`config.mk`:
```
export PLATFORM = sky130hd
export DESIGN_NAME = pin_function_mux
export DESIGN_NICKNAME = d
export VERILOG_FILES = /design/src/logic/pin_mux_pkg.sv /design/src/logic/reset_release.sv /design/src/logic/pin_function_mux.sv
export SDC_FILE = /design/constraint.sdc
export NUM_CORES = 1
export LEC_CHECK = 0
export ABC_AREA = 0
export ABC_CLOCK_PERIOD_IN_PS = 2700
export BUFFER_PORTS_ARGS = -buffer_cell sky130_fd_sc_hd__buf_2
export CORE_UTILIZATION = 30
export DETAILED_ROUTE_END_ITERATION = 16
export GPL_TIMING_DRIVEN = 0
export PLACE_DENSITY = 0.64
export SLEW_MARGIN = 20
export SYNTH_ARGS = -nofsm -noshare
export SYNTH_HDL_FRONTEND = slang
export SYNTH_SLANG_ARGS = --single-unit
```
`constraint.sdc`:
```
create_clock -name core_clk -period 2.7 [get_ports core_clk]
set_clock_uncertainty 0.2 [all_clocks]
set_input_delay 0.675 -clock core_clk [delete_from_list [all_inputs] [get_ports core_clk]]
set_output_delay 0.675 -clock core_clk [all_outputs]
set_load 0.02 [all_outputs]
```
`src/logic/pin_mux_pkg.sv`:
```
// constants shared by the pin function multiplexer for package pins 1 to 7
// What this block does
// - after reset every pin runs its primary function
// - alternative needs peripheral enable plus matching select
// - port mode direction is set per pin
// - pin 1 defaults to test clock, alternative port_d_bit_two
// - reset pin low holds device in reset
// - internal reset releases synchronously after fixed count
// - pin 2 as port_d_bit_four no longer resets
// - pin 2 defaults to reset input function
// - pins 3 to 7 default to port bits
// - clock output source follows clock_output_source_select bits
// - serial0_transmit is output or single-wire line
// - pins 5, 6 variant: crossbar outputs or timer B
// - pin 6 offers comparator D, and pulse X outside the second variant
// - pin 7 offers timer A, comparator A, receive, clock
package pin_mux_pkg;

  // ----------------------------------------------------------------
  // pin geometry
  // ----------------------------------------------------------------
  localparam int PIN_COUNT = 7;
  localparam int SEL_WIDTH = 2;
  localparam int PIN_TEST_CLOCK = 0;
  localparam int PIN_RESET = 1;
  localparam int PIN_CRYSTAL_IN = 2;
  localparam int PIN_CRYSTAL_OUT = 3;
  localparam int PIN_SERIAL_TX = 4;
  localparam int PIN_SERIAL_RX = 5;
  localparam int PIN_TIMER_A = 6;

  // ----------------------------------------------------------------
  // alternative select codes, one set per pin
  // ----------------------------------------------------------------
  localparam logic [1:0] ALT_PORT = 2'h0;         // pins 1 and 2
  localparam logic [1:0] ALT_CRYSTAL = 2'h0;      // pins 3 and 4
  localparam logic [1:0] ALT_CLOCK_IN_ZERO = 2'h1;
  localparam logic [1:0] ALT_TRANSMIT = 2'h0;     // pin 5
  localparam logic [1:0] ALT_VARIANT_OUT = 2'h1;  // pins 5 and 6
  localparam logic [1:0] ALT_CROSSBAR_IN = 2'h2;
  localparam logic [1:0] ALT_CLOCK_OUT = 2'h3;
  localparam logic [1:0] ALT_RECEIVE = 2'h0;      // pin 6
  localparam logic [1:0] ALT_COMPARATOR_D = 2'h2;
  localparam logic [1:0] ALT_PULSE_X = 2'h3;
  localparam logic [1:0] ALT_TIMER_A = 2'h0;      // pin 7
  localparam logic [1:0] ALT_COMPARATOR_A = 2'h1;
  localparam logic [1:0] ALT_RECEIVE_SEVEN = 2'h2;
  localparam logic [1:0] ALT_CLOCK_IN_ONE = 2'h3;

  // legal select codes per pin, bit n set means code n exists
  localparam logic [3:0] LEGAL_ONE_CODE = 4'h1;
  localparam logic [3:0] LEGAL_TWO_CODES = 4'h3;
  localparam logic [3:0] LEGAL_ALL_CODES = 4'hf;
  localparam logic [3:0] LEGAL_NO_PULSE = 4'h7;

  // ----------------------------------------------------------------
  // levels and timing
  // ----------------------------------------------------------------
  localparam logic IDLE_HIGH = 1'b1;  // serial idle, pulled-up test clock
  localparam logic IDLE_LOW = 1'b0;
  localparam logic [7:0] RESET_RELEASE_CYCLES = 8'h20;
  localparam logic [7:0] COUNT_ONE = 8'h01;
  localparam logic [7:0] COUNT_ZERO = 8'h00;

endpackage

```
`src/logic/reset_release.sv`:
```
// internal reset generator with synchronous, counted release
`timescale 1ns/100ps
module reset_release (
  input wire logic core_clk,
  input wire logic rst_n,
  input wire logic resetRequest,
  output logic internalReset_n
);
  import pin_mux_pkg::*;

  typedef struct packed {
    logic [7:0] count;
    logic releaseDone;
  } release_s;

  release_s state;
  release_s next_state;

  // ----------------------------------------------------------------
  // release counter
  // ----------------------------------------------------------------
  // any request restarts the count, so a bouncing source cannot cut it short
  always_comb begin
    next_state = state;
    if (resetRequest) begin
      next_state.count = RESET_RELEASE_CYCLES;
      next_state.releaseDone = 1'b0;
    end else if (state.count != COUNT_ZERO) begin
      next_state.count = state.count - COUNT_ONE;
      next_state.releaseDone = (state.count == COUNT_ONE);
    end
  end

  always_ff @(posedge core_clk or negedge rst_n) begin
    if (!rst_n) begin
      state <= '{count: RESET_RELEASE_CYCLES, releaseDone: 1'b0};
    end else begin
      state <= next_state;
    end
  end

  assign internalReset_n = state.releaseDone;

endmodule

```
`src/logic/pin_function_mux.sv`:
```
// pin function multiplexer for package pins 1 to 7
`timescale 1ns/100ps
module pin_function_mux #(
  parameter bit SECOND_VARIANT = 1'b0
) (
  input wire logic core_clk,
  input wire logic rst_n,
  input wire logic [pin_mux_pkg::PIN_COUNT-1:0] padIn,
  output logic [pin_mux_pkg::PIN_COUNT-1:0] padOut,
  output logic [pin_mux_pkg::PIN_COUNT-1:0] padOe,
  input wire logic [pin_mux_pkg::PIN_COUNT-1:0] periphEnable,
  input wire logic [pin_mux_pkg::PIN_COUNT*pin_mux_pkg::SEL_WIDTH-1:0] periphSelect,
  input wire logic [pin_mux_pkg::PIN_COUNT-1:0] gpioOut,
  input wire logic [pin_mux_pkg::PIN_COUNT-1:0] gpioDir,
  output logic [pin_mux_pkg::PIN_COUNT-1:0] gpioIn,
  input wire logic serialTx,
  input wire logic serialTxDrive,
  input wire logic serialSingleWire,
  input wire logic crossbarOutEleven,
  input wire logic crossbarOutTen,
  input wire logic [1:0] timerBOut,
  input wire logic [1:0] timerBOe,
  input wire logic timerAOut,
  input wire logic timerAOe,
  input wire logic comparatorAOut,
  input wire logic comparatorDOut,
  input wire logic pulseXOut,
  input wire logic pulseXOe,
  input wire logic [3:0] clockSources,
  input wire logic [1:0] clockOutSourceSelect,
  input wire logic watchdogReset,
  input wire logic softwareReset,
  output logic testClock,
  output logic serialRx,
  output logic crossbarInTwo,
  output logic timerAIn,
  output logic [1:0] timerBIn,
  output logic pulseCaptureX,
  output logic extClockInZero,
  output logic extClockInOne,
  output logic crystalConnect,
  output logic internalReset_n
);
  import pin_mux_pkg::*;

  typedef struct packed {
    logic [PIN_COUNT-1:0] padSync1;
    logic [PIN_COUNT-1:0] padSync2;
    logic [PIN_COUNT-1:0] padOut;
    logic [PIN_COUNT-1:0] padOe;
    logic [PIN_COUNT-1:0] gpioIn;
    logic testClock;
    logic serialRx;
    logic crossbarInTwo;
    logic timerAIn;
    logic [1:0] timerBIn;
    logic pulseCaptureX;
    logic extClockInZero;
    logic extClockInOne;
    logic crystalConnect;
  } mux_s;

  mux_s state;
  mux_s next_state;
  logic resetRequest;
  logic chipReady_n;

  // ----------------------------------------------------------------
  // select decoding
  // ----------------------------------------------------------------
  // returns {alternative active, code}; an undefined code falls back to primary
  function automatic logic [2:0] pickAlt(input logic inReset, input logic en,
                                         input logic [1:0] sel, input logic [3:0] legal);
    logic ok;
    ok = !inReset && en && legal[sel];
    return {ok, sel};
  endfunction

  function automatic logic [1:0] selOf(input logic [PIN_COUNT*SEL_WIDTH-1:0] all, input int pin);
    return all[pin*SEL_WIDTH +: SEL_WIDTH];
  endfunction

  // ----------------------------------------------------------------
  // reset sources
  // ----------------------------------------------------------------
  // the reset pin only counts while pin 2 is in its primary role
  logic [2:0] altReset;
  assign altReset = pickAlt(!chipReady_n, periphEnable[PIN_RESET],
                            selOf(periphSelect, PIN_RESET), LEGAL_ONE_CODE);
  assign resetRequest = (!altReset[2] && !state.padSync2[PIN_RESET])
                        || watchdogReset || softwareReset;

  reset_release u_reset_release (
    .core_clk(core_clk),
    .rst_n(rst_n),
    .resetRequest(resetRequest),
    .internalReset_n(chipReady_n)
  );

  // ----------------------------------------------------------------
  // pad and peripheral routing
  // ----------------------------------------------------------------
  always_comb begin
    logic inReset;
    logic [2:0] a1;
    logic [2:0] a3;
    logic [2:0] a4;
    logic [2:0] a5;
    logic [2:0] a6;
    logic [2:0] a7;
    logic [PIN_COUNT-1:0] pin;
    logic rxFive;
    logic rxSix;
    logic rxSeven;
    inReset = !chipReady_n;  // while in reset every pin sits in its primary role
    rxFive = IDLE_HIGH;
    rxSix = IDLE_HIGH;
    rxSeven = IDLE_HIGH;
    a1 = pickAlt(inReset, periphEnable[PIN_TEST_CLOCK], selOf(periphSelect, PIN_TEST_CLOCK),
                 LEGAL_ONE_CODE);
    a3 = pickAlt(inReset, periphEnable[PIN_CRYSTAL_IN], selOf(periphSelect, PIN_CRYSTAL_IN),
                 LEGAL_TWO_CODES);
    a4 = pickAlt(inReset, periphEnable[PIN_CRYSTAL_OUT], selOf(periphSelect, PIN_CRYSTAL_OUT),
                 LEGAL_ONE_CODE);
    a5 = pickAlt(inReset, periphEnable[PIN_SERIAL_TX], selOf(periphSelect, PIN_SERIAL_TX),
                 LEGAL_ALL_CODES);
    a6 = pickAlt(inReset, periphEnable[PIN_SERIAL_RX], selOf(periphSelect, PIN_SERIAL_RX),
                 SECOND_VARIANT ? LEGAL_NO_PULSE : LEGAL_ALL_CODES);
    a7 = pickAlt(inReset, periphEnable[PIN_TIMER_A], selOf(periphSelect, PIN_TIMER_A),
                 LEGAL_ALL_CODES);
    pin = state.padSync2;
    next_state = state;

    // two-stage synchronisers on every pad
    next_state.padSync1 = padIn;
    next_state.padSync2 = state.padSync1;
    next_state.gpioIn = pin;

    // port mode by default: each pin owns its own direction bit
    next_state.padOut = gpioOut;
    next_state.padOe = gpioDir;

    // pin 1: test clock in, or port_d_bit_two
    if (!a1[2]) begin
      next_state.padOe[PIN_TEST_CLOCK] = 1'b0;
    end
    next_state.testClock = a1[2] ? IDLE_HIGH : pin[PIN_TEST_CLOCK];

    // pin 2: reset input, or port_d_bit_four
    if (!altReset[2]) begin
      next_state.padOe[PIN_RESET] = 1'b0;
    end

    // pins 3 and 4: port_c_bit_zero/one, crystal, external clock zero
    if (a3[2]) begin
      next_state.padOe[PIN_CRYSTAL_IN] = 1'b0;
    end
    if (a4[2]) begin
      next_state.padOe[PIN_CRYSTAL_OUT] = 1'b0;
    end
    // oscillator only connects when both crystal pins are handed over
    next_state.crystalConnect = a3[2] && a3[1:0] == ALT_CRYSTAL && a4[2];
    next_state.extClockInZero = (a3[2] && a3[1:0] == ALT_CLOCK_IN_ZERO) ? pin[PIN_CRYSTAL_IN] : IDLE_LOW;

    // pin 5: port_c_bit_two, transmit, variant output, crossbar in, clock out
    next_state.crossbarInTwo = IDLE_LOW;
    next_state.timerBIn = {IDLE_LOW, IDLE_LOW};
    if (a5[2]) begin
      unique case (a5[1:0])
        ALT_TRANSMIT: begin
          next_state.padOut[PIN_SERIAL_TX] = serialTx;
          next_state.padOe[PIN_SERIAL_TX] = serialSingleWire ? serialTxDrive : 1'b1;
          rxFive = serialSingleWire ? pin[PIN_SERIAL_TX] : IDLE_HIGH;
        end
        ALT_VARIANT_OUT: begin
          if (SECOND_VARIANT) begin
            next_state.padOut[PIN_SERIAL_TX] = timerBOut[0];
            next_state.padOe[PIN_SERIAL_TX] = timerBOe[0];
            next_state.timerBIn[0] = pin[PIN_SERIAL_TX];
          end else begin
            next_state.padOut[PIN_SERIAL_TX] = crossbarOutEleven;
            next_state.padOe[PIN_SERIAL_TX] = 1'b1;
          end
        end
        ALT_CROSSBAR_IN: begin
          next_state.padOe[PIN_SERIAL_TX] = 1'b0;
          next_state.crossbarInTwo = pin[PIN_SERIAL_TX];
        end
        ALT_CLOCK_OUT: begin
          next_state.padOut[PIN_SERIAL_TX] = clockSources[clockOutSourceSelect];
          next_state.padOe[PIN_SERIAL_TX] = 1'b1;
        end
      endcase
    end

    // pin 6: port_f_bit_eight, receive, variant output, comparator D, pulse X
    next_state.pulseCaptureX = IDLE_LOW;
    if (a6[2]) begin
      unique case (a6[1:0])
        ALT_RECEIVE: begin
          next_state.padOe[PIN_SERIAL_RX] = 1'b0;
          rxSix = pin[PIN_SERIAL_RX];
        end
        ALT_VARIANT_OUT: begin
          if (SECOND_VARIANT) begin
            next_state.padOut[PIN_SERIAL_RX] = timerBOut[1];
            next_state.padOe[PIN_SERIAL_RX] = timerBOe[1];
            next_state.timerBIn[1] = pin[PIN_SERIAL_RX];
          end else begin
            next_state.padOut[PIN_SERIAL_RX] = crossbarOutTen;
            next_state.padOe[PIN_SERIAL_RX] = 1'b1;
          end
        end
        ALT_COMPARATOR_D: begin
          next_state.padOut[PIN_SERIAL_RX] = comparatorDOut;
          next_state.padOe[PIN_SERIAL_RX] = 1'b1;
        end
        ALT_PULSE_X: begin
          next_state.padOut[PIN_SERIAL_RX] = pulseXOut;
          next_state.padOe[PIN_SERIAL_RX] = pulseXOe;
          next_state.pulseCaptureX = pin[PIN_SERIAL_RX];
        end
      endcase
    end

    // pin 7: port_c_bit_three, timer A, comparator A, receive, clock one
    next_state.timerAIn = IDLE_LOW;
    next_state.extClockInOne = IDLE_LOW;
    if (a7[2]) begin
      unique case (a7[1:0])
        ALT_TIMER_A: begin
          next_state.padOut[PIN_TIMER_A] = timerAOut;
          next_state.padOe[PIN_TIMER_A] = timerAOe;
          next_state.timerAIn = pin[PIN_TIMER_A];
        end
        ALT_COMPARATOR_A: begin
          next_state.padOut[PIN_TIMER_A] = comparatorAOut;
          next_state.padOe[PIN_TIMER_A] = 1'b1;
        end
        ALT_RECEIVE_SEVEN: begin
          next_state.padOe[PIN_TIMER_A] = 1'b0;
          rxSeven = pin[PIN_TIMER_A];
        end
        ALT_CLOCK_IN_ONE: begin
          next_state.padOe[PIN_TIMER_A] = 1'b0;
          next_state.extClockInOne = pin[PIN_TIMER_A];
        end
      endcase
    end

    // receive idles high; if software routes it to two pins a low on either wins
    next_state.serialRx = rxFive & rxSix & rxSeven;
  end

  // ----------------------------------------------------------------
  // state register
  // ----------------------------------------------------------------
  // pads come up released and every peripheral input at its idle level
  always_ff @(posedge core_clk or negedge rst_n) begin
    if (!rst_n) begin
      state <= '{padSync1: '1, padSync2: '1, padOut: '0, padOe: '0, gpioIn: '0,
                 testClock: IDLE_HIGH, serialRx: IDLE_HIGH, crossbarInTwo: IDLE_LOW,
                 timerAIn: IDLE_LOW, timerBIn: '0, pulseCaptureX: IDLE_LOW,
                 extClockInZero: IDLE_LOW, extClockInOne: IDLE_LOW, crystalConnect: 1'b0};
    end else begin
      state <= next_state;
    end
  end

  assign padOut = state.padOut;
  assign padOe = state.padOe;
  assign gpioIn = state.gpioIn;
  assign testClock = state.testClock;
  assign serialRx = state.serialRx;
  assign crossbarInTwo = state.crossbarInTwo;
  assign timerAIn = state.timerAIn;
  assign timerBIn = state.timerBIn;
  assign pulseCaptureX = state.pulseCaptureX;
  assign extClockInZero = state.extClockInZero;
  assign extClockInOne = state.extClockInOne;
  assign crystalConnect = state.crystalConnect;
  assign internalReset_n = chipReady_n;

endmodule

```
==> results.json, run 1 <==
{
  "first_pass_iters": 10,
  "post_cts_buffers": 0,
  "violations": "design-rule violations",
  "route.final.wire_length_mm": 4.07,
  "route.vias.total": 1590,
  "cp_slowest_cell": "or4b_1",
  "cts_hold_buf": 0,
  "drive_gt1_share_pct": 48.8,
  "die_x_um": 84.0,
  "design_power_total_uw": 1620,
  "grt_pass1_wl_mm": 6.91,
  "area.growth.synth_to_final_pct": 34.7,
  "fin_crit_ps": 1940,
  "grt_remaining_overflow": 0,
  "status": "complete, but fails checks",
  "final-max-slew-violation-count": 0,
  "synth-edff-count": 0,
  "post_drt_wl_per_cell_um": 12.1,
  "cts_root_buf": "clkbuf_8",
  "async_reset_ff_share_pct": 100,
  "synth_cells": 159,
  "tns_ps": 0,
  "core-area_um2": 6420,
  "grt_setup_unrepaired": "false",
  "hpwlAfterDp_mm": 3.10,
  "cts_max_level": 2,
  "start_kind": "flop",
  "relSlewSlack_pct": 58.0,
  "finalHoldViolations": 0,
  "final_common_cell": "buf_2",
  "synthFlopType": "dfrtp_1",
  "grtUsageTotal_pct": 12.5,
  "diodes": 0,
  "synth_area_per_cell_um2": 12.7,
  "cp_num_buf_inv": 1,
  "cts_sinks": 52,
  "clkTransAtPathRegs_ps": 90,
  "worstMarginPinSlew_ps": 631,
  "cts_made_buffers": 5,
  "nFillCells": 612,
  "fin_cells": 337,
  "antenna_found_initial": 0,
  "finish.instance_area_um2": 2720,
  "timing.hold.ws_ps": 159,
  "grt_max_degree": 53,
  "setup_violations": 0,
  "drt_iter0_markers": 75,
  "placed_area_um2": 2580,
  "yosysWarnings": 0,
  "required_ps": 2710,
  "dp_cells": 329,
  "clk_latency_ps": 300,
  "cts_tree": "done",
  "place.gp.congestion": 0.838,
  "maxCapViolCount": 0,
  "hp-class": "reg -> reg",
  "crit_type": "reg -> reg",
  "ctsResizeCount": 0,
  "die_h_um": 84.0,
  "pin_count": 99,
  "synthesis.area_um2": 2020,
  "portBuffers": 92,
  "leakagePower_uw": 0.00135,
  "ir_drop_v": 0.000280,
  "num_rows": 29,
  "synthDistinctLibCells": 42,
  "start_util_pct": 31.4,
  "fmax_ghz": 0.515,
  "max_stage_delay_ps": 500,
  "ant_nets": 0,
  "yosysSeqAreaShare_pct": 65.5,
  "arrival_ps": 1950,
  "vias_per_cell": 4.72,
  "ys_seq_elements": 52,
  "die_area_um2": 7060,
  "crit_chain": "inv_1, ha_1, or4b_1, o21a_1, a211oi_1",
  "fin_crit_sh_pct": 71.9,
  "clock_path_buffers": 2,
  "powerDensity_nw_per_um2": 596,
  "most-common-layout-cells": "buf_2, dfrtp_1, dfstp_2",
  "cp_top_family": "simple AND/OR/NAND/NOR gates",
  "fin_nets": 334,
  "cp_max_fo": 5,
  "drc": 13,
  "crit_path_end_kind": "flop",
  "grt_pass1_vias": 1569
}
## worst register-to-register path, cell delays in order (launching register included)
cell and delay, ps:
dfrtp_1 440, inv_1 130, ha_1 210, or4b_1 500, o21a_1 190, a211oi_1 200
## path summary, 6_finish.rpt
kind / startpoint / cells after the start / slack, ps / end
max: u_reset_release.state[1]$_DFFE_PN0P_ / 5 / 760 / u_reset_release.state[2]$_DFFE_PN0P_
min in group asynchronous: rst_n / 1 / 190 / padOe[4]$_DFF_PN0_
min reg2reg: next_state[31]$_DFF_PN1_ / 0 / 160 / next_state[10]$_DFF_PN1_
max in group asynchronous: rst_n / 1 / 1690 / padOut[3]$_DFF_PN0_
max reg2reg: u_reset_release.state[1]$_DFFE_PN0P_ / 5 / 760 / u_reset_release.state[2]$_DFFE_PN0P_
min: next_state[31]$_DFF_PN1_ / 0 / 160 / next_state[10]$_DFF_PN1_
## synth_stat cells, types with 2 or more instances
| cell | n | share of area [%] |
|---|---|---|
| nand2_1 | 14 | 2.6 |
| nor3_1 | 8 | 2.0 |
| and2_1 | 3 | 0.93 |
| dfstp_2 | 17 | 22 |
| o31ai_1 | 6 | 2.2 |
| inv_1 | 8 | 1.5 |
| dfrtp_1 | 35 | 43 |
| nor4_1 | 3 | 0.93 |
| a21oi_1 | 7 | 1.7 |
| nand2b_1 | 2 | 0.62 |
| o21ai_0 | 5 | 1.2 |
| a31oi_1 | 4 | 1.2 |
| or3_1 | 2 | 0.62 |
| ha_1 | 8 | 5.0 |
| nor2_1 | 8 | 1.5 |
| buf_4 | 2 | 0.74 |
| or3b_1 | 2 | 0.87 |
## flip-flops by register name (all words and copies together), names as in the netlist
name and count:
timerAIn 1, pulseCaptureX 1, crossbarInTwo 1, testClock 1, gpioIn 7, crystalConnect 1, u_reset_release.state 8, next_state 14
extClockInOne 1, serialRx 1, extClockInZero 1, padOut 7, padOe 7, u_reset_release.internalReset_n 1
## cell families (layout without fill, tap and decap cells)
logic type / count (synthesis) / count (layout) / synth area share (%)
AO/OA/AOI/OAI: 31 / 31 / 10.3
flip-flops: 52 / 52 / 65.5
multiplexers: 3 / 3 / 2.17
adder cells (fa/ha/maj): 8 / 8 / 4.96
AND/OR/NAND/NOR: 51 / 51 / 13.8
buffers and inverters: 12 / 112 / 2.67
XOR/XNOR: 1 / 1 / 0.434
other: 1 / 2 / 0.186
## stage by stage
stage	setup WS, ps	util [%]
final	758	42.3
after global routing	609	42.3
after CTS	755	42.3
after detailed placement	780	40.2
after global placement	781	40.2
after floorplan	904	-
## power breakdown
group / internal, uW / switching [uW] / leakage (uW)
clock network: 373 / 250 / 0.0000687
logic: 76.1 / 91.7 / 0.000659
registers: 818 / 12.6 / 0.000622
total: 1270 / 355 / 0.00135
## per-layer routing
metal | share of wire, % | track usage [%]
met2 | 49 | 21.6
met3 | 6.1 | 4.15
met5 | 0 | 0
met1 | 43 | 14.2
met4 | 1.7 | 4.70
## cell type report
class                           count  area (um2)  share of cell area (%)
Sequential cell                    52        1320                    48.6
Multi-Input combinational cell     96         646                    23.7
Tap cell                           77        96.3                    3.54
Clock buffer                        5        68.8                    2.53
Timing Repair Buffer               92         463                    17.0
Inverter                            8        30.0                    1.10
Clock inverter                      3        68.8                    2.53
Buffer                              4        23.8                   0.874
Power figures use the tool's default switching activity.
==> run 2, diff against run 1 <==
--- a/config.mk
+++ b/config.mk
@@ -6,7 +6,7 @@
 export NUM_CORES = 1
 export LEC_CHECK = 0
 export ABC_AREA = 0
-export ABC_CLOCK_PERIOD_IN_PS = 2700
+export ABC_CLOCK_PERIOD_IN_PS = 1800
 export BUFFER_PORTS_ARGS = -buffer_cell sky130_fd_sc_hd__buf_2
 export CORE_UTILIZATION = 30
 export DETAILED_ROUTE_END_ITERATION = 16
==> constraint.sdc (replaced) <==
create_clock -name core_clk -period 1.8 [get_ports core_clk]
set_clock_uncertainty 0.2 [all_clocks]
set_input_delay 0.45 -clock core_clk [delete_from_list [all_inputs] [get_ports core_clk]]
set_output_delay 0.45 -clock core_clk [all_outputs]
set_load 0.02 [all_outputs]
==> results.json, run 2 (same netlist as run 1, synthesis figures left out) <==
{
  "status": "complete, but fails checks",
  "violations": "design-rule violations, negative setup slack",
  "drc": 13,
  "grt_remaining_overflow": 0,
  "topRoutingLayerUsed": "met4",
  "grt_max_degree": 53,
  "diodes": 0,
  "cts_max_level": 2,
  "start_util_pct": 31.4,
  "setup_violations": 5,
  "fin_cells": 347,
  "cts_sinks": 52,
  "hp-class": "in -> reg",
  "largest_register_ffs": 14,
  "powerDensity_nw_per_um2": 863,
  "wl_met1_mm": 1.81,
  "route.final.wire_length_mm": 4.32,
  "maxCapViolCount": 0,
  "ant_nets": 0,
  "route.met3.wl_um": 256,
  "first_pass_iters": 10,
  "ir_drop_v": 0.000418,
  "worstMarginPinSlew_ps": 636,
  "timing.hold.ws_ps": 40.4,
  "crit_type": "reg -> reg",
  "drt_iter0_markers": 89,
  "nFillCells": 598,
  "grtUsageTotal_pct": 12.7,
  "fin_crit_ps": 1870,
  "grt_pass1_vias": 1606,
  "hpwlAfterDp_mm": 3.10,
  "num_rows": 29,
  "fin_ws_ps": -74.5,
  "drive_gt1_share_pct": 55.6,
  "arrival_ps": 1910,
  "post_drt_wl_per_cell_um": 12.4,
  "cts_tree": "done",
  "final_common_cell": "buf_2",
  "required_ps": 1840,
  "clock_path_buffers": 2,
  "most-common-layout-cells": "buf_2, dfrtp_1, dfstp_2",
  "pin_count": 99,
  "place.gp.congestion": 0.838,
  "vias_per_cell": 4.73,
  "clk_latency_ps": 300,
  "dpl_worst_slack_ps": -120,
  "final-max-slew-violation-count": 0,
  "core-area_um2": 6420,
  "relSlewSlack_pct": 57.6,
  "antenna_found_initial": 0,
  "die_area_um2": 7060,
  "dp_cells": 329,
  "cts_root_buf": "clkbuf_8",
  "leakagePower_uw": 0.00141,
  "route.vias.total": 1642,
  "finalHoldViolations": 0,
  "clkTransAtPathRegs_ps": 90,
  "grt_setup_unrepaired": "true",
  "die_x_um": 84.0,
  "crit_path_end_kind": "flop",
  "cp_max_fo": 5,
  "fmax_ghz": 0.533,
  "area.growth.synth_to_final_pct": 41.8,
  "portBuffers": 92,
  "cts_made_buffers": 5,
  "met2_length_mm": 2.17,
  "die_h_um": 84.0,
  "start_kind": "flop",
  "grt_pass1_wl_mm": 7.06,
  "fin_crit_sh_pct": 104,
  "fin_nets": 344
}
==> run 2: cell count changes in the layout (fill, tap and decap cells not counted), sizes merged <==
cell         before  now
dlygate4sd3       0    1
buf              95  104
==> run 2: repair_timing <==
action / 4_1_cts / 5_1_grt
setup endpoints to repair: 8 / 7
hold buffers: 1 / 0
gates resized for setup: 6 / 13
pin swaps: 0 / 1
buffers inserted: 3 / 6
endpoints found under the hold margin: 35 / 0
==> run 2: area by class of cell <==
| class | instances | area [um2] | share of cell area (%) |
|---|---|---|---|
| clock buffer | 5 | 68.8 | 2.40 |
| multi-input combinational | 96 | 707 | 24.7 |
| buffer | 4 | 25.0 | 0.874 |
| clock inverter | 3 | 68.8 | 2.40 |
| tap | 77 | 96.3 | 3.37 |
| sequential | 52 | 1320 | 46.2 |
| timing repair buffer | 102 | 544 | 19.0 |
| inverter | 8 | 30.0 | 1.05 |
==> run 2: per-stage QoR <==
| stage | area [um2] | total power, uW | utilization, % | TNS, ps |
|---|---|---|---|---|
| final | 2860 | 2470 | 44.6 | -192 |
| after CTS | 2760 | 2500 | 43.0 | -99.1 |
| after global placement | 2580 | 1520 | 40.2 | -277 |
| after detailed placement | 2580 | 1520 | 40.2 | -392 |
| after global routing | 2860 | 2610 | 44.6 | -435 |
| after floorplan | 2020 | 1380 | - | 0 |
==> run 2: where the power goes <==
group	switching, uW	leakage, uW	total (uW)	internal (uW)
logic	151	0.000724	291	140
clock network	375	0.0000687	934	559
registers	19.1	0.000622	1250	1230
==> run 2: critical path, cell delays in order (launching register included) <==
cell     delay [ps]
dfrtp_1         410
buf_6           120
or4_4           520
or4_4           430
a21oi_2         120
==> run 2: per-layer routing <==
metal / track usage [%] / up-vias
met5: 0 / -
met4: 4.70 / 0
met3: 4.15 / 8
met2: 22.1 / 62
met1: 14.4 / 791
li1: - / 781
==> run 2: final timing paths <==
| check | start | end | slack, ps | depth (start not counted) |
|---|---|---|---|---|
| max reg2reg | u_reset_release.state[2]$_DFFE_PN0P_ | u_reset_release.state[8]$_DFFE_PN0P_ | -70 | 4 |
| min in group asynchronous | rst_n | padOe[4]$_DFF_PN0_ | 510 | 2 |
| min reg2reg | next_state[31]$_DFF_PN1_ | next_state[10]$_DFF_PN1_ | 160 | 0 |
| max | u_reset_release.state[2]$_DFFE_PN0P_ | u_reset_release.state[8]$_DFFE_PN0P_ | -70 | 4 |
| max in group asynchronous | rst_n | padOut[1]$_DFF_PN0_ | 460 | 2 |
| min | padIn[1] | next_state[32]$_DFF_PN1_ | 40 | 1 |
==> run 3, diff against run 2 <==
--- a/config.mk
+++ b/config.mk
@@ -15,4 +15,5 @@
 export SLEW_MARGIN = 20
 export SYNTH_ARGS = -nofsm -noshare
 export SYNTH_HDL_FRONTEND = slang
+export SYNTH_HIERARCHICAL = 1
 export SYNTH_SLANG_ARGS = --single-unit
==> results.json, run 3 <==
{
  "timing.hold.ws_ps": 35.7,
  "synthFlopType": "dfrtp_1",
  "synthDistinctLibCells": 39,
  "antenna_found_initial": 0,
  "final_util_pct": 46.3,
  "synth.most_common_cell": "dfrtp_1",
  "first_pass_iters": 6,
  "setup_violations": 4,
  "finalHoldViolations": 0,
  "placed_area_um2": 2650,
  "cts_made_buffers": 5,
  "arrival_ps": 1930,
  "whs_path_depth": 1,
  "ys_seq_elements": 52,
  "die_h_um": 84.7,
  "powerDensity_nw_per_um2": 757,
  "cp_max_fo": 3,
  "ir_drop_v": 0.000354,
  "diodes": 0,
  "synth_common_cells": "dfrtp_1, dfstp_2, nand2_1",
  "die_area_um2": 7170,
  "clock_path_buffers": 2,
  "grt_pass1_vias": 1671,
  "fmax_ghz": 0.517,
  "post_drt_wl_per_cell_um": 13.5,
  "final-max-slew-violation-count": 0,
  "grtUsageTotal_pct": 14.5,
  "crit_type": "reg -> reg",
  "synth_area_leaders": "dfrtp_1, dfstp_2, ha_1",
  "cts_sinks": 52,
  "leakagePower_uw": 0.00146,
  "crit_path_end_kind": "flop",
  "synth_top_area_share_pct": 42.7,
  "grt_setup_unrepaired": "true",
  "ant_nets": 0,
  "route.final.wire_length_mm": 4.91,
  "final_common_cell": "buf_2",
  "drc": 0,
  "maxCapViolCount": 0,
  "cts_root_buf": "clkbuf_8",
  "num_rows": 29,
  "grt_remaining_overflow": 0,
  "tns_ps": -265,
  "worstMarginPinSlew_ps": 661,
  "portBuffers": 92,
  "die_x_um": 84.7,
  "status": "complete, but fails checks",
  "pin_count": 99,
  "clkTransAtPathRegs_ps": 100,
  "most-common-layout-cells": "buf_2, dfrtp_1, buf_4",
  "start_kind": "flop",
  "yosysSeqAreaShare_pct": 64.5,
  "drive_gt1_share_pct": 58.0,
  "violations": "negative setup slack",
  "hp-class": "in -> reg",
  "dpl_worst_slack_ps": -236,
  "relSlewSlack_pct": 56.0,
  "synthesis.area_um2": 2050,
  "start_util_pct": 31.8,
  "synth-edff-count": 0,
  "synth_area_per_cell_um2": 12.3,
  "hpwlAfterDp_mm": 3.31,
  "fin_crit_ps": 1930,
  "fin_crit_sh_pct": 107,
  "cts_tree": "done",
  "cts_max_level": 2,
  "synth_cells": 167,
  "finish.instance_area_um2": 2990,
  "grt_pass1_wl_mm": 8.03,
  "place.gp.congestion": 0.800,
  "required_ps": 1790,
  "clk_latency_ps": 300,
  "fin_ws_ps": -134,
  "area.growth.synth_to_final_pct": 45.7,
  "drt_iter0_markers": 74,
  "largest_register_ffs": 14,
  "grt_max_degree": 53,
  "core-area_um2": 6460,
  "synth_top_area_cell": "dfrtp_1",
  "fin_nets": 360,
  "async_reset_ff_share_pct": 100,
  "route.vias.total": 1690,
  "yosysWarnings": 6,
  "vias_per_cell": 4.66,
  "r2r_cells": 5
}
run 3: cell types whose count changed in the layout (fill, tap and decap cells not counted), moves of 2 or more:
cell	previous run	this run
buf_4	11	20
dfrtp_1	35	30
dfrtp_2	0	5
nor2_1	8	12
nor2b_1	0	3
bufinv_16	2	0
clkbuf_8	5	7
o31ai_1	6	4
run 3: per-stage QoR:
step / std cells / total power [uW]
finish: 363 / 2260
global route: 363 / 2380
CTS: 360 / 2270
detailed placement: 337 / 1530
global placement: 337 / 1520
floorplan: 168 / 1390
run 3: path summary, 6_finish.rpt:
path	start	endpoint	slack (ps)
max	u_reset_release/state[1]$_DFFE_PN0P_	u_reset_release/state[5]$_DFFE_PN0P_	-130
min	padIn[1]	next_state[32]$_DFF_PN1_	40
max reg2reg	u_reset_release/state[1]$_DFFE_PN0P_	u_reset_release/state[5]$_DFFE_PN0P_	-130
min reg2reg	next_state[35]$_DFF_PN1_	next_state[14]$_DFF_PN1_	160
max in group asynchronous	rst_n	u_reset_release/state[4]$_DFFE_PN0P_	400
min in group asynchronous	rst_n	u_reset_release/state[7]$_DFFE_PN0P_	510
run 3: final cells by class:
type / instances / area, um2
repair buffers: 111 / 612
clock buffers: 6 / 82.6
plain buffers: 4 / 43.8
clock inverters: 2 / 13.8
fillers: 615 / 3470
flip-flops and latches: 52 / 1330
inverters: 9 / 33.8
well taps: 77 / 96.3
multi-input cells: 102 / 778
run 3: critical path, stage by stage, from the launching register on:
cell and delay [ps]:
dfrtp_2 430, inv_2 90, ha_4 150, or3b_4 380, o211ai_1 230, mux2_2 360
run 3: where the power goes:
group	internal (uW)	switching (uW)	leakage (uW)	total, uW
registers	1230	18.1	0.000614	1250
logic	148	164	0.000795	313
clock network	315	390	0.0000516	705
total	1690	572	0.00146	2260
run 3: cells by family (layout without fill, tap and decap cells):
logic type                 count (synthesis)  count (layout)  synth area share, %
and+or+nand+nor                           58              58                 14.3
DFF                                       52              52                 64.5
AOI/OAI and AO/OA                         29              29                 9.82
buffers and inverters                     14             132                 3.17
adders and majority gates                  8               8                 4.88
muxes                                      5               5                 3.17
other                                      1               2                0.183
run 3: metal layers:
layer  global-route usage [%]  routed length, um  up-vias
met5                        0                  0        -
li1                         -                  -      815
met1                     19.4               2210      803
met4                     3.85                 34        0
met3                     4.03                303        4
met2                     23.1               2360       68
run 3: repair_timing:
action,CTS,global route
endpoints found under the hold margin,16,0
hold buffers,1,0
buffers inserted,14,4
pin swaps,8,6
setup endpoints to repair,8,5
resized for setup,17,10
